$ cat config.mk
export PLATFORM = sky130hd
export DESIGN_NAME = lpctf_target
export DESIGN_NICKNAME = d
export VERILOG_FILES = /design/src/common/lpctf_pkg.sv /design/src/design/lpctf_range.sv /design/src/design/lpctf_dreq_enc.sv /design/src/design/lpctf_target.sv
export SDC_FILE = /design/constraint.sdc
export NUM_CORES = 1
export LEC_CHECK = 0
export BUFFER_PORTS_ARGS = -buffer_cell sky130_fd_sc_hd__buf_2
export CAP_MARGIN = 25
export CELL_PAD_IN_SITES_DETAIL_PLACEMENT = 0
export CELL_PAD_IN_SITES_GLOBAL_PLACEMENT = 1
export CORE_ASPECT_RATIO = 0.5
export CORE_UTILIZATION = 41
export DETAILED_ROUTE_END_ITERATION = 8
export GPL_TIMING_DRIVEN = 1
export MAX_ROUTING_LAYER = met4
export PLACE_DENSITY_LB_ADDON = 0.1
export SETUP_SLACK_MARGIN = 0.4
export SYNTH_ARGS = -nofsm -noshare
export SYNTH_HDL_FRONTEND = slang
export SYNTH_SLANG_ARGS = --single-unit
$ cat constraint.sdc
create_clock -name i_core_clk -period 3.9 [get_ports i_core_clk]
set_input_delay 0.39 -clock i_core_clk [delete_from_list [all_inputs] [get_ports i_core_clk]]
set_output_delay 0.39 -clock i_core_clk [all_outputs]
set_load 0.03 [all_outputs]
$ cat src/common/lpctf_pkg.sv
package lpctf_pkg;

	// ----------------------------------------------------------------
	// Bus field encodings
	// ----------------------------------------------------------------
	localparam logic [3:0] START_NIB  = 4'h0;
	localparam logic [1:0] CT_IO      = 2'h0;
	localparam logic [1:0] CT_DMA     = 2'h2;
	localparam int         CT_KIND_HI = 3;
	localparam int         CT_KIND_LO = 2;
	localparam int         CT_DIR_BIT = 1;
	localparam int         CH_TC_BIT  = 3;
	localparam logic [3:0] TAR_NIB    = 4'hF;

	// ----------------------------------------------------------------
	// Handshake codes driven by the target
	// ----------------------------------------------------------------
	localparam logic [3:0] SYNC_READY = 4'h0;
	localparam logic [3:0] SYNC_SHORT = 4'h5;
	localparam logic [3:0] SYNC_LONG  = 4'h6;
	localparam logic [3:0] SYNC_MORE  = 4'h9;
	localparam logic [3:0] SYNC_ERR   = 4'hA;

	// ----------------------------------------------------------------
	// DMA size field and byte counts (bytes left after the current one)
	// ----------------------------------------------------------------
	localparam logic [1:0] SZ_1     = 2'h0;
	localparam logic [1:0] SZ_2     = 2'h1;
	localparam logic [1:0] SZ_4     = 2'h3;
	localparam logic [1:0] LEFT_1   = 2'h0;
	localparam logic [1:0] LEFT_2   = 2'h1;
	localparam logic [1:0] LEFT_4   = 2'h3;
	localparam logic [1:0] ADDR_LAST = 2'h3;

	// ----------------------------------------------------------------
	// Minimum wait states per cycle kind
	// ----------------------------------------------------------------
	localparam logic [2:0] IO_RD_WAITS  = 3'h3;
	localparam logic [2:0] IO_WR_WAITS  = 3'h2;
	localparam logic [2:0] DMA_RD_WAITS = 3'h3;
	localparam logic [2:0] DMA_WR_WAITS = 3'h4;

	// ----------------------------------------------------------------
	// Timing
	// ----------------------------------------------------------------
	localparam int         CLK_PERIOD_NS  = 5;
	localparam int         IO_TIMEOUT_NS  = 10000;
	localparam int         IO_TIMEOUT_CYC = IO_TIMEOUT_NS / CLK_PERIOD_NS;
	localparam int         TO_W           = 12;

	// ----------------------------------------------------------------
	// DMA request serial frame
	// ----------------------------------------------------------------
	localparam logic [2:0] DRQ_BITS = 3'h4;

	// ----------------------------------------------------------------
	// Cycle decoder states
	// ----------------------------------------------------------------
	typedef enum logic [11:0] {
		ST_IDLE    = 12'h001,
		ST_CTYPE   = 12'h002,
		ST_ADDR    = 12'h004,
		ST_CHAN    = 12'h008,
		ST_SIZE    = 12'h010,
		ST_WDATA   = 12'h020,
		ST_TARIN1  = 12'h040,
		ST_TARIN2  = 12'h080,
		ST_SYNC    = 12'h100,
		ST_RDATA   = 12'h200,
		ST_TAROUT  = 12'h400,
		ST_IGNORE  = 12'h800
	} lpctf_state_t;

endpackage

$ cat src/design/lpctf_range.sv
`timescale 1ns/1ps
// Address window compare for one enabled register block
module lpctf_range #(
	parameter int AW = 16
) (
	input  wire logic [AW-1:0] i_addr,   // Decoded address
	input  wire logic [AW-1:0] i_lo,     // First address of block
	input  wire logic [AW-1:0] i_hi,     // Last address of block
	input  wire logic          i_en,     // Block enabled
	output logic               o_hit     // Address falls in block
);

	// Inclusive window match
	assign o_hit = i_en && (i_addr >= i_lo) && (i_addr <= i_hi);

endmodule

$ cat src/design/lpctf_dreq_enc.sv
`timescale 1ns/1ps
// Serial encoder for the DMA request line: start, channel, active
module lpctf_dreq_enc (
	input  wire logic       i_core_clk,  // Core clock
	input  wire logic       i_rst,       // Async reset, high
	input  wire logic       i_clear,     // Power-down clear
	input  wire logic       i_req,       // Requested level
	input  wire logic [2:0] i_channel,   // DMA channel
	output logic            o_dreq_n     // Encoded request line
);

	logic [5:0] shift_reg, shift_next;
	logic [2:0] cnt_reg, cnt_next;
	logic       sent_reg, sent_next;
	logic       dreq_reg, dreq_next;

	// Send a frame whenever the requested level differs from the sent one
	always_comb begin
		shift_next = shift_reg;
		cnt_next   = cnt_reg;
		sent_next  = sent_reg;
		dreq_next  = 1'b1;
		if (i_clear) begin
			cnt_next  = 3'h0;
			sent_next = 1'b0;
		end else if (cnt_reg != 3'h0) begin
			dreq_next  = shift_reg[5];
			shift_next = {shift_reg[4:0], 1'b1};
			cnt_next   = cnt_reg - 3'h1;
		end else if (dreq_reg && (i_req != sent_reg)) begin
			dreq_next  = 1'b0;
			shift_next = {i_channel, i_req, 2'h3};
			cnt_next   = lpctf_pkg::DRQ_BITS;
			sent_next  = i_req;
		end
	end

	// Line idles high from reset
	always_ff @(posedge i_core_clk or posedge i_rst) begin
		if (i_rst) begin
			shift_reg <= 6'h3F;
			cnt_reg   <= 3'h0;
			sent_reg  <= 1'b0;
			dreq_reg  <= 1'b1;
		end else begin
			shift_reg <= shift_next;
			cnt_reg   <= cnt_next;
			sent_reg  <= sent_next;
			dreq_reg  <= dreq_next;
		end
	end

	assign o_dreq_n = dreq_reg;

endmodule

$ cat src/design/lpctf_target.sv
`timescale 1ns/1ps
module lpctf_target #(
	parameter int NBLK = 4
) (
	input  wire logic             i_core_clk,         // Core clock
	input  wire logic             i_rst,              // Bus reset, async, high
	input  wire logic [3:0]       i_lad,              // Address/data bus in
	output logic      [3:0]       o_lad,              // Address/data bus out
	output logic                  o_lad_oe,           // Address/data bus drive
	input  wire logic             i_frame_strobe_n,   // Cycle frame strobe
	output logic                  o_dma_request_n,    // Encoded DMA request
	output logic                  o_wake_event_n,     // Wake line value
	output logic                  o_wake_event_n_oe,  // Wake line drive
	input  wire logic             i_bus_powerdown_n,  // Bus power-down
	output logic                  o_pd_ready,         // Idle for power loss
	input  wire logic [NBLK-1:0]  i_blk_en,           // Block enables
	input  wire logic [NBLK*16-1:0] i_blk_lo,         // Block first addresses
	input  wire logic [NBLK*16-1:0] i_blk_hi,         // Block last addresses
	input  wire logic             i_wake_req,         // Wake request level
	input  wire logic             i_dma_req,          // DMA service wanted
	input  wire logic [2:0]       i_dma_channel,      // DMA channel
	output logic      [15:0]      o_addr,             // I/O address
	output logic      [7:0]       o_wdata,            // Byte toward device
	output logic                  o_wr_strobe,        // Byte delivered
	output logic                  o_rd_strobe,        // Byte wanted
	output logic                  o_is_dma,           // Access is DMA
	output logic                  o_dma_tc,           // Terminal count
	input  wire logic [7:0]       i_rdata,            // Byte from device
	input  wire logic             i_ready,            // Device ready
	input  wire logic             i_error             // Device failed access
);

	// ----------------------------------------------------------------
	// State
	// ----------------------------------------------------------------
	lpctf_pkg::lpctf_state_t state_reg, state_next;
	logic [15:0]          addr_reg, addr_next;
	logic [7:0]           data_reg, data_next;
	logic [1:0]           nib_reg, nib_next;
	logic [1:0]           left_reg, left_next;
	logic [2:0]           wcnt_reg, wcnt_next;
	logic [lpctf_pkg::TO_W-1:0] to_reg, to_next;
	logic [3:0]           code_reg, code_next;
	logic                 dma_reg, dma_next;
	logic                 wr_reg, wr_next;
	logic                 tc_reg, tc_next;
	logic [3:0]           lad_reg, lad_next;
	logic                 oe_reg, oe_next;
	logic                 wstb_reg, wstb_next;
	logic                 rstb_reg, rstb_next;
	logic                 pd_reg, pd_next;
	logic                 wake_reg, wake_next;
	logic [NBLK-1:0]      hit;
	logic [15:0]          addr_full;
	logic                 dev_drives;
	logic [3:0]           wait_code;
	logic [2:0]           min_waits;
	logic                 io_timeout;

	// ----------------------------------------------------------------
	// Address decode
	// ----------------------------------------------------------------
	assign addr_full = {addr_reg[11:0], i_lad};

	genvar g;
	generate
		for (g = 0; g < NBLK; g++) begin : g_blk
			lpctf_range #(.AW(16)) u_range (
				.i_addr (addr_full),
				.i_lo   (i_blk_lo[g*16 +: 16]),
				.i_hi   (i_blk_hi[g*16 +: 16]),
				.i_en   (i_blk_en[g]),
				.o_hit  (hit[g])
			);
		end
	endgenerate

	// ----------------------------------------------------------------
	// Per-cycle choices
	// ----------------------------------------------------------------
	// Target drives data on I/O read and DMA write
	assign dev_drives = (dma_reg == wr_reg);
	// short for DMA, long for I/O
	assign wait_code  = dma_reg ? lpctf_pkg::SYNC_SHORT : lpctf_pkg::SYNC_LONG;
	assign min_waits  = dma_reg ? (wr_reg ? lpctf_pkg::DMA_WR_WAITS : lpctf_pkg::DMA_RD_WAITS)
	                            : (wr_reg ? lpctf_pkg::IO_WR_WAITS : lpctf_pkg::IO_RD_WAITS);
	assign io_timeout = !dma_reg && (to_reg >= lpctf_pkg::IO_TIMEOUT_CYC[lpctf_pkg::TO_W-1:0]);

	// ----------------------------------------------------------------
	// Cycle decoder next state
	// ----------------------------------------------------------------
	always_comb begin
		state_next = state_reg;
		addr_next  = addr_reg;
		data_next  = data_reg;
		nib_next   = nib_reg;
		left_next  = left_reg;
		wcnt_next  = wcnt_reg;
		to_next    = to_reg;
		code_next  = code_reg;
		dma_next   = dma_reg;
		wr_next    = wr_reg;
		tc_next    = tc_reg;
		wstb_next  = 1'b0;
		rstb_next  = 1'b0;
		if (!i_bus_powerdown_n) begin
			state_next = lpctf_pkg::ST_IDLE;
		end else if (!i_frame_strobe_n) begin
			// abort and watch for a start
			state_next = (i_lad == lpctf_pkg::START_NIB) ? lpctf_pkg::ST_CTYPE : lpctf_pkg::ST_IDLE;
		end else begin
			unique case (state_reg)
				lpctf_pkg::ST_IDLE: begin
				end
				lpctf_pkg::ST_CTYPE: begin
					dma_next = (i_lad[lpctf_pkg::CT_KIND_HI:lpctf_pkg::CT_KIND_LO] == lpctf_pkg::CT_DMA);
					wr_next  = i_lad[lpctf_pkg::CT_DIR_BIT];
					nib_next = 2'h0;
					left_next = lpctf_pkg::LEFT_1;
					if (i_lad[lpctf_pkg::CT_KIND_HI:lpctf_pkg::CT_KIND_LO] == lpctf_pkg::CT_IO) begin
						state_next = lpctf_pkg::ST_ADDR;
					end else if (i_lad[lpctf_pkg::CT_KIND_HI:lpctf_pkg::CT_KIND_LO] == lpctf_pkg::CT_DMA) begin
						state_next = lpctf_pkg::ST_CHAN;
					end else begin
						state_next = lpctf_pkg::ST_IGNORE;
					end
				end
				lpctf_pkg::ST_ADDR: begin
					addr_next = addr_full;
					nib_next  = nib_reg + 2'h1;
					if (nib_reg == lpctf_pkg::ADDR_LAST) begin
						nib_next = 2'h0;
						if (|hit) begin
							state_next = wr_reg ? lpctf_pkg::ST_WDATA : lpctf_pkg::ST_TARIN1;
						end else begin
							state_next = lpctf_pkg::ST_IGNORE;
						end
					end
				end
				lpctf_pkg::ST_CHAN: begin
					tc_next = i_lad[lpctf_pkg::CH_TC_BIT];
					if (i_dma_req && (i_lad[2:0] == i_dma_channel)) begin
						state_next = lpctf_pkg::ST_SIZE;
					end else begin
						state_next = lpctf_pkg::ST_IGNORE;
					end
				end
				lpctf_pkg::ST_SIZE: begin
					state_next = wr_reg ? lpctf_pkg::ST_TARIN1 : lpctf_pkg::ST_WDATA;
					nib_next   = 2'h0;
					unique case (i_lad[1:0])
						lpctf_pkg::SZ_1: left_next = lpctf_pkg::LEFT_1;
						lpctf_pkg::SZ_2: left_next = lpctf_pkg::LEFT_2;
						lpctf_pkg::SZ_4: left_next = lpctf_pkg::LEFT_4;
						default: state_next = lpctf_pkg::ST_IGNORE;
					endcase
				end
				lpctf_pkg::ST_WDATA: begin
					if (nib_reg == 2'h0) begin
						data_next[3:0] = i_lad;
						nib_next = 2'h1;
					end else begin
						data_next[7:4] = i_lad;
						nib_next = 2'h0;
						state_next = lpctf_pkg::ST_TARIN1;
					end
				end
				lpctf_pkg::ST_TARIN1: begin
					state_next = lpctf_pkg::ST_TARIN2;
				end
				lpctf_pkg::ST_TARIN2: begin
					// first wait code right after turnaround
					state_next = lpctf_pkg::ST_SYNC;
					code_next  = wait_code;
					wcnt_next  = min_waits - 3'h1;
					to_next    = '0;
					wstb_next  = !dev_drives;
					rstb_next  = dev_drives;
				end
				lpctf_pkg::ST_SYNC: begin
					if ((code_reg == lpctf_pkg::SYNC_SHORT) || (code_reg == lpctf_pkg::SYNC_LONG)) begin
						if (wcnt_reg != 3'h0) begin
							wcnt_next = wcnt_reg - 3'h1;
						end else if (i_ready) begin
							data_next = dev_drives ? i_rdata : data_reg;
							if (i_error) begin
								code_next = lpctf_pkg::SYNC_ERR;
							end else begin
								code_next = (left_reg != 2'h0) ? lpctf_pkg::SYNC_MORE : lpctf_pkg::SYNC_READY;
							end
						end else if (io_timeout) begin
							code_next = lpctf_pkg::SYNC_ERR;
						end else begin
							to_next = to_reg + 1'b1;
						end
					end else begin
						// data follows the ready code at once
						nib_next = 2'h0;
						if (dev_drives && !(dma_reg && (code_reg == lpctf_pkg::SYNC_ERR))) begin
							state_next = lpctf_pkg::ST_RDATA;
						end else if (code_reg == lpctf_pkg::SYNC_MORE) begin
							left_next  = left_reg - 2'h1;
							state_next = lpctf_pkg::ST_WDATA;
						end else begin
							state_next = lpctf_pkg::ST_TAROUT;
						end
					end
				end
				lpctf_pkg::ST_RDATA: begin
					nib_next = nib_reg + 2'h1;
					if (nib_reg != 2'h0) begin
						if (code_reg == lpctf_pkg::SYNC_MORE) begin
							left_next  = left_reg - 2'h1;
							state_next = lpctf_pkg::ST_SYNC;
							code_next  = wait_code;
							wcnt_next  = min_waits - 3'h1;
							rstb_next  = 1'b1;
						end else begin
							state_next = lpctf_pkg::ST_TAROUT;
						end
					end
				end
				lpctf_pkg::ST_TAROUT: begin
					state_next = lpctf_pkg::ST_IDLE;
				end
				lpctf_pkg::ST_IGNORE: begin
					// no own timer; wait for the next frame
				end
			endcase
		end
	end

	// ----------------------------------------------------------------
	// Pin drive, registered from the next state
	// ----------------------------------------------------------------
	always_comb begin
		lad_next = lpctf_pkg::TAR_NIB;
		oe_next  = 1'b0;
		unique case (state_next)
			lpctf_pkg::ST_SYNC: begin
				lad_next = code_next;
				oe_next  = 1'b1;
			end
			lpctf_pkg::ST_RDATA: begin
				lad_next = (nib_next == 2'h0) ? data_next[3:0] : data_next[7:4];
				oe_next  = 1'b1;
			end
			lpctf_pkg::ST_TAROUT: begin
				oe_next  = 1'b1;
			end
			default: begin
			end
		endcase
		pd_next   = !i_bus_powerdown_n && (state_next == lpctf_pkg::ST_IDLE);
		// drive low only to request wake
		wake_next = i_wake_req;
	end

	// reset floats the bus; no clock-run logic exists
	always_ff @(posedge i_core_clk or posedge i_rst) begin
		if (i_rst) begin
			state_reg <= lpctf_pkg::ST_IDLE;
			addr_reg  <= 16'h0000;
			data_reg  <= 8'h00;
			nib_reg   <= 2'h0;
			left_reg  <= 2'h0;
			wcnt_reg  <= 3'h0;
			to_reg    <= '0;
			code_reg  <= lpctf_pkg::SYNC_READY;
			dma_reg   <= 1'b0;
			wr_reg    <= 1'b0;
			tc_reg    <= 1'b0;
			lad_reg   <= lpctf_pkg::TAR_NIB;
			oe_reg    <= 1'b0;
			wstb_reg  <= 1'b0;
			rstb_reg  <= 1'b0;
			pd_reg    <= 1'b0;
			wake_reg  <= 1'b0;
		end else begin
			state_reg <= state_next;
			addr_reg  <= addr_next;
			data_reg  <= data_next;
			nib_reg   <= nib_next;
			left_reg  <= left_next;
			wcnt_reg  <= wcnt_next;
			to_reg    <= to_next;
			code_reg  <= code_next;
			dma_reg   <= dma_next;
			wr_reg    <= wr_next;
			tc_reg    <= tc_next;
			lad_reg   <= lad_next;
			oe_reg    <= oe_next;
			wstb_reg  <= wstb_next;
			rstb_reg  <= rstb_next;
			pd_reg    <= pd_next;
			wake_reg  <= wake_next;
		end
	end

	// ----------------------------------------------------------------
	// DMA request line
	// ----------------------------------------------------------------
	// encoded request, high in reset and power-down
	lpctf_dreq_enc u_dreq (
		.i_core_clk (i_core_clk),
		.i_rst      (i_rst),
		.i_clear    (!i_bus_powerdown_n),
		.i_req      (i_dma_req),
		.i_channel  (i_dma_channel),
		.o_dreq_n   (o_dma_request_n)
	);

	// Outputs
	assign o_lad             = lad_reg;
	assign o_lad_oe          = oe_reg;
	assign o_wake_event_n    = 1'b0;
	assign o_wake_event_n_oe = wake_reg;
	assign o_pd_ready        = pd_reg;
	assign o_addr            = addr_reg;
	assign o_wdata           = data_reg;
	assign o_wr_strobe       = wstb_reg;
	assign o_rd_strobe       = rstb_reg;
	assign o_is_dma          = dma_reg;
	assign o_dma_tc          = tc_reg;

endmodule

Word level (Yosys, flattened, before mapping). Cells that the tools add are included.

Add/subtract/negate cells: 6. Order comparisons: 9. Eq/ne operators: 38. Muxes and demuxes: 86. Reduce and logical (&&, ||, !) cells: 44.

Operator list (number): two-way mux 12 bit (15); one-hot mux 12 bit (10 select lines) (1); >= comparator 16 bit (4); less-or-equal comparator 16 bit (4); two-way mux 4 bit (13); two-way mux 8 bit (6); two-way mux 11 bit (3); two-way mux 3 bit (9); equality test 12 x 10 -> 1 bit, second input constant (2); equality test 12 x 11 -> 1 bit, second input constant (2); equality test 12 x 9 -> 1 bit, second input constant (2); one-hot mux 12 bit (2 select lines) (1); AND reduction 7 bit (3); two-way mux 2 bit (10); inequality test 2 bit, second input constant (10); two-way mux 1 bit (16); one-hot mux 8 bit (2 select lines) (1); logical AND 1 bit (14); two-way mux 7 bit (2); adder 12 x 1 -> 12 bit, second input constant (1); equality test 12 x 1 -> 1 bit, second input constant (1); equality test 12 x 2 -> 1 bit, second input constant (1); equality test 12 x 3 -> 1 bit, second input constant (1); equality test 12 x 4 -> 1 bit, second input constant (1); 38 further kinds (60).

Register bits: 82. Bits of input ports: 155. Output and inout port bits: 37. Logic and storage cells: 204.

Longest topological paths before layout.
Word-level depth: 12. Mapped depth: 12. Depth with buffers taken out: 11.

Hierarchy. Synthesis repeated with hierarchy kept, for this count alone.

Cells, all modules: 969. Area total of the unflattened synthesis: 8072.7 um^2.

Modules (own cells, without submodules): lpctf_target (times used 1, cells an instance 477, area each 4454.3 um^2, sequential area each 1783.0 um^2); lpctf_range (times used 4, cells an instance 113, area each 790.8 um^2, sequential area each 0.0 um^2); lpctf_dreq_enc (times used 1, cells an instance 40, area each 455.4 um^2, sequential area each 231.5 um^2).

Worst setup path before layout. No wires, ideal clock.

Path type: reg2reg. Start: register state_reg[4]. End: register lad_reg[1] (netlist: o_lad[1]). Setup time: 102 ps. Arrival time: 2833 ps. Required time: 3798 ps. Path slack: 965 ps. Stages on the path, launching flop included: 11. Path buffers: 2. Clock period less this slack: 2935 ps. Cell sequence: dfrtp_1 or4_1 buf_2 or4_4 buf_6 a21o_1 o21bai_4 a22o_1 or3_1 a21oi_1 o21ai_1.

Elaborated cells between the ends (all ways): 32. Classes of those cells: eq/ne (12); mux (18); reduce/logical (2).

RTL lines: start: declaration (RTL line lpctf_target.sv:36) `lpctf_pkg::lpctf_state_t state_reg, state_next;`; start signal: assignment (RTL line lpctf_target.sv:262) `state_reg <= lpctf_pkg::ST_IDLE;`; start signal: assignment (RTL line lpctf_target.sv:280) `state_reg <= state_next;`; equality test 12 x 9 -> 1 bit / equality test 12 x 6 -> 1 bit (equally long branches) (RTL line lpctf_target.sv:112) `unique case (state_reg)`; one-hot mux 8 bit (2 select lines) (*) (RTL line lpctf_target.sv:112); two-way mux 8 bit (*) (RTL line lpctf_target.sv:108) `end else if (!i_frame_strobe_n) begin`; two-way mux 8 bit (*) (RTL line lpctf_target.sv:106) `if (!i_bus_powerdown_n) begin`; named net data_next[1] (RTL line lpctf_target.sv:38) `logic [7:0] data_reg, data_next;`; two-way mux 4 bit (*) (RTL line lpctf_target.sv:245) `lad_next = (nib_next == 2'h0) ? data_next[3:0] : data_next[7:4];`; one-hot mux 4 bit (2 select lines) (*) (RTL line lpctf_target.sv:239) `unique case (state_next)`; named net lad_next[1] (RTL line lpctf_target.sv:47) `logic [3:0] lad_reg, lad_next;`; end signal: assignment (RTL line lpctf_target.sv:273) `lad_reg <= lpctf_pkg::TAR_NIB;`; end signal: assignment (RTL line lpctf_target.sv:291) `lad_reg <= lad_next;`; end: declaration (RTL line lpctf_target.sv:47).

The timed path passes the listed nets; every way through them passes the cells marked *. A chain may end at the register's enable or synchronous reset.

Final worst setup path.
Start: register state_reg[4]. End: register lad_reg[2] (netlist: o_lad[2]).

Elaborated cells between the ends (all ways): 32. Classes of those cells: eq/ne (12); mux (18); reduce/logical (2).

RTL lines (RTL line): equality test 12 x 11 -> 1 bit, or another cell as far along (lpctf_target.sv:112); one-hot mux 12 bit (10 select lines) (*) (lpctf_target.sv:112); two-way mux 12 bit (*) (lpctf_target.sv:108); two-way mux 12 bit (*) (lpctf_target.sv:106); named net state_next[10] (lpctf_target.sv:36); equality test 12 x 10 -> 1 bit / equality test 12 x 9 -> 1 bit (equally long branches) (lpctf_target.sv:239); one-hot mux 4 bit (2 select lines) (*) (lpctf_target.sv:239); named net lad_next[2] (lpctf_target.sv:47).

Marks and branches as above.

==> flow_results.xml <==
<?xml version="1.0" encoding="UTF-8"?>
<metrics>
  <group name="run_status">
    <metric name="result_of_the_run" unit="">complete, no violations</metric>
  </group>
  <group name="grt">
    <metric name="global_route_wire_length_before_repair" unit="µm">40000</metric>
    <metric name="grt_max_degree" unit="">42</metric>
    <metric name="grt.overflow.total" unit="">0</metric>
    <metric name="grt_pass1_vias" unit="">7716</metric>
    <metric name="global_route.usage.total" unit="">0.266</metric>
    <metric name="antenna_found_initial" unit="">5</metric>
  </group>
  <group name="synth">
    <metric name="synth.yosys.seq_area_share" unit="">0.252</metric>
    <metric name="asyncSetResetFlopFracSynth" unit="">1.00</metric>
    <metric name="postSynthCellCount" unit="">975</metric>
    <metric name="synth.lib_cells_used.distinct" unit="">73</metric>
    <metric name="yosys_most_used_dff" unit="">sky130_fd_sc_hd__dfrtp_1</metric>
    <metric name="netlist_area" unit="µm²">7990</metric>
    <metric name="post_synth.cell_area_avg" unit="µm²">8.19</metric>
    <metric name="synth_warnings" unit="">0</metric>
    <metric name="number_of_flops_mapped_to_enable_cells_by_yosys" unit="">0</metric>
    <metric name="synthesis.nets" unit="">1268</metric>
    <metric name="flops_latches_synth" unit="">80</metric>
  </group>
  <group name="clocking">
    <metric name="clk_pin_slew_worst_paths" unit="ns">0.07</metric>
    <metric name="cts.root.buffer_cell" unit="">sky130_fd_sc_hd__clkbuf_16</metric>
    <metric name="clock_tree.htree_level_count" unit="">3</metric>
    <metric name="clock_sink_count" unit="">80</metric>
    <metric name="cts_inserted_buffers" unit="">9</metric>
    <metric name="cts.path.max_buffers" unit="">2</metric>
    <metric name="clock_insertion_delay_worst_skew" unit="ns">0.34</metric>
    <metric name="cts_tree" unit="">yes</metric>
    <metric name="cts.hold.buffers_added" unit="">0</metric>
  </group>
  <group name="placed_design">
    <metric name="detailedPlace.worstSlack" unit="ns">0.529</metric>
    <metric name="hpwl" unit="µm">20400</metric>
    <metric name="numPlacedInstances" unit="">1422</metric>
    <metric name="buffer_ports.inserted" unit="">190</metric>
    <metric name="finalWeightedCongestion" unit="">0.943</metric>
    <metric name="place_area" unit="µm²">9330</metric>
  </group>
  <group name="sta">
    <metric name="final.min_clock_period" unit="ns">3.28</metric>
    <metric name="period_share" unit="">0.840</metric>
    <metric name="maxClockFrequency" unit="GHz">0.305</metric>
    <metric name="setup_violations" unit="">0</metric>
    <metric name="final_max_slew_viol_count" unit="">0</metric>
    <metric name="timing.setup.tns" unit="ns">0</metric>
    <metric name="relSlewSlack" unit="">0.417</metric>
    <metric name="fin_worst_hold_slack" unit="ns">0.151</metric>
    <metric name="finalHoldViolations" unit="">0</metric>
    <metric name="max_slew.worst_pin.slew" unit="ns">0.873</metric>
    <metric name="postLayoutSetupSlackWorst" unit="ns">0.623</metric>
    <metric name="worst_clock_skew" unit="ns">0.00864</metric>
    <metric name="unrepaired_setup_endpoints_after_global_routing" unit="">false</metric>
  </group>
  <group name="floorplanning">
    <metric name="rows" unit="">35</metric>
    <metric name="fp.dieArea" unit="µm²">20100</metric>
    <metric name="die_y" unit="µm">101</metric>
    <metric name="initial_core_util" unit="">0.426</metric>
    <metric name="core_ar" unit="µm²">18700</metric>
    <metric name="ios" unit="">192</metric>
    <metric name="chipWidth" unit="µm">199</metric>
  </group>
  <group name="cells_and_area">
    <metric name="stdcell_count" unit="">1444</metric>
    <metric name="area_growth_syn_to_layout" unit="%">21.2</metric>
    <metric name="finish.net_count" unit="">1467</metric>
    <metric name="largest_register_ff_count" unit="">16</metric>
    <metric name="post_route_cells_drive_above_1_share" unit="">0.231</metric>
    <metric name="post-route-util" unit="">0.516</metric>
    <metric name="layout.cell_area.non_filler" unit="µm²">9680</metric>
  </group>
  <group name="critical_path">
    <metric name="worstPathMaxFanout" unit="">13</metric>
    <metric name="maximum_cell_stage_delay_along_the_critical_path" unit="ns">0.66</metric>
    <metric name="crit_arrival" unit="ns">3.54</metric>
    <metric name="crit_path_cell_trace" unit="">or4_4, a2111o_1, a21oi_2, o211ai_1, a31oi_1, inv_1, or3_1, o21ba_1, o21ai_0</metric>
    <metric name="cp-end-kind" unit="">flip-flop</metric>
    <metric name="critical_path_source_type" unit="">flip-flop</metric>
    <metric name="critPathRequiredTime" unit="ns">4.16</metric>
    <metric name="cp_slowest_cell" unit="">sky130_fd_sc_hd__or4_4</metric>
    <metric name="worst-setup-path-type" unit="">reg -&gt; reg</metric>
  </group>
  <group name="route">
    <metric name="post_detailed_route_via_to_cell_ratio" unit="">5.39</metric>
    <metric name="drtAntennaViolNets" unit="">0</metric>
    <metric name="drtPass1Iterations" unit="">7</metric>
    <metric name="drt_iter0_markers" unit="">331</metric>
    <metric name="vias" unit="">7780</metric>
    <metric name="drt_drc_violations_left" unit="">0</metric>
    <metric name="wl" unit="µm">25300</metric>
    <metric name="routed_wire_length_per_instance" unit="µm">17.5</metric>
  </group>
  <group name="hold_path">
    <metric name="worst_hold_path_type" unit="">in -&gt; reg</metric>
  </group>
  <group name="pwr">
    <metric name="irDropWorstVdd" unit="µV">203</metric>
    <metric name="p_per_area" unit="nW/µm²">242</metric>
    <metric name="fin_total_pwr" unit="mW">2.34</metric>
    <metric name="leakage_dissipation" unit="nW">5.46</metric>
  </group>
  <group name="run">
    <metric name="maxCapViolations" unit="">0</metric>
  </group>
</metrics>
[worst max-delay path: cells and delay by family (launching register included)]
family | cells | cell delay [ns]
AO/OA/AOI/OAI | 6 | 1.56
AND/OR/NAND/NOR | 2 | 1.07
flip-flops | 1 | 0.51
buffers and inverters | 1 | 0.08
[area by class of cell]
cell class	instances	area [µm²]
fillers	1900	9060
multi-input cells	715	5300
well taps	259	324
repair buffers	213	1120
clock buffers	9	225
clock inverters	7	96.3
diodes	6	15.0
inverters	155	583
flip-flops and latches	80	2010
[synth_stat cells (9+ instances only)]
master | number | share of area
sky130_fd_sc_hd__a211oi_1 | 10 | 0.0094
sky130_fd_sc_hd__a21o_1 | 29 | 0.027
sky130_fd_sc_hd__a21oi_1 | 71 | 0.044
sky130_fd_sc_hd__clkbuf_1 | 16 | 0.0075
sky130_fd_sc_hd__dfrtp_1 | 70 | 0.22
sky130_fd_sc_hd__dfstp_2 | 10 | 0.033
sky130_fd_sc_hd__ha_1 | 138 | 0.22
sky130_fd_sc_hd__inv_1 | 155 | 0.073
sky130_fd_sc_hd__mux2_2 | 18 | 0.025
sky130_fd_sc_hd__mux2i_1 | 14 | 0.018
sky130_fd_sc_hd__nand2_1 | 57 | 0.027
sky130_fd_sc_hd__nand2b_1 | 16 | 0.013
sky130_fd_sc_hd__nand3_1 | 24 | 0.015
sky130_fd_sc_hd__nand4_1 | 24 | 0.019
sky130_fd_sc_hd__nor2_1 | 63 | 0.030
sky130_fd_sc_hd__nor2b_1 | 16 | 0.013
sky130_fd_sc_hd__nor3_1 | 21 | 0.013
sky130_fd_sc_hd__nor4_1 | 11 | 0.0086
sky130_fd_sc_hd__o21ai_0 | 52 | 0.033
sky130_fd_sc_hd__o31ai_1 | 9 | 0.0085
sky130_fd_sc_hd__or3_1 | 15 | 0.012
[timing repair]
action,CTS,global route
buffers inserted,0,0
hold endpoints to repair,0,0
setup endpoints to repair,0,7
gates resized for setup,0,3
[cells by family (layout without fill, tap and decap cells)]
| group | count (synthesis) | count (layout) | share of synthesized area |
|---|---|---|---|
| flip-flops | 80 | 80 | 0.252 |
| adder cells (fa/ha/maj) | 138 | 138 | 0.216 |
| AO/OA/AOI/OAI | 244 | 244 | 0.199 |
| buffers and inverters | 180 | 384 | 0.0866 |
| XOR/XNOR | 14 | 14 | 0.0154 |
| multiplexers | 32 | 32 | 0.0429 |
| other | 1 | 7 | 0.000469 |
| AND/OR/NAND/NOR | 286 | 286 | 0.187 |
[worst paths after layout]
check	startpoint	endpoint	slack, ns	depth (start not counted)
max	state_reg[4]	o_lad[2]	0.62	9
min	i_wake_req	o_wake_event_n_oe	0.15	1
max reg2reg	state_reg[4]	o_lad[2]	0.62	9
min reg2reg	u_dreq.shift_reg[3]	u_dreq.shift_reg[3]	0.48	2
max in group asynchronous	i_rst	o_lad[2]	2.74	3
min in group asynchronous	i_rst	o_addr[13]	0.16	2
[power by group]
| group | total [mW] | internal, mW | leakage (nW) | switching (mW) |
|---|---|---|---|---|
| combinational | 0.485 | 0.205 | 4.26 | 0.280 |
| sequential | 0.927 | 0.895 | 1.06 | 0.0320 |
| clock | 0.927 | 0.561 | 0.148 | 0.366 |
[layer usage]
layer | wire length, µm | global-route usage | share of wire | up-vias
met5 | 0 | - | 0 | -
met4 | 284 | 0.0540 | 0.011 | 0
met3 | 1500 | 0.0565 | 0.059 | 28
met2 | 11900 | 0.443 | 0.47 | 202
met1 | 11600 | 0.333 | 0.46 | 3675
li1 | - | - | - | 3875
[cell usage in the layout (no fill, tap or decap), drive strengths merged, types with 6 or more instances in the layout]
master / instances
or3: 15
o21a: 7
mux2i: 14
and3: 7
o211ai: 7
mux2: 18
or4: 7
buf: 213
xor2: 7
o21ai: 53
nor2: 63
nand2b: 16
nor3: 22
dfstp: 10
o31ai: 9
nor4: 11
a21o: 29
a211oi: 11
nand4: 24
clkbuf: 9
dfrtp: 70
diode: 6
a2bb2oi: 7
inv: 154
a21oi: 72
xnor2: 7
nand2: 57
nand3: 24
nor2b: 16
ha: 138
Note: power is estimated with default switching activity, not from simulation.
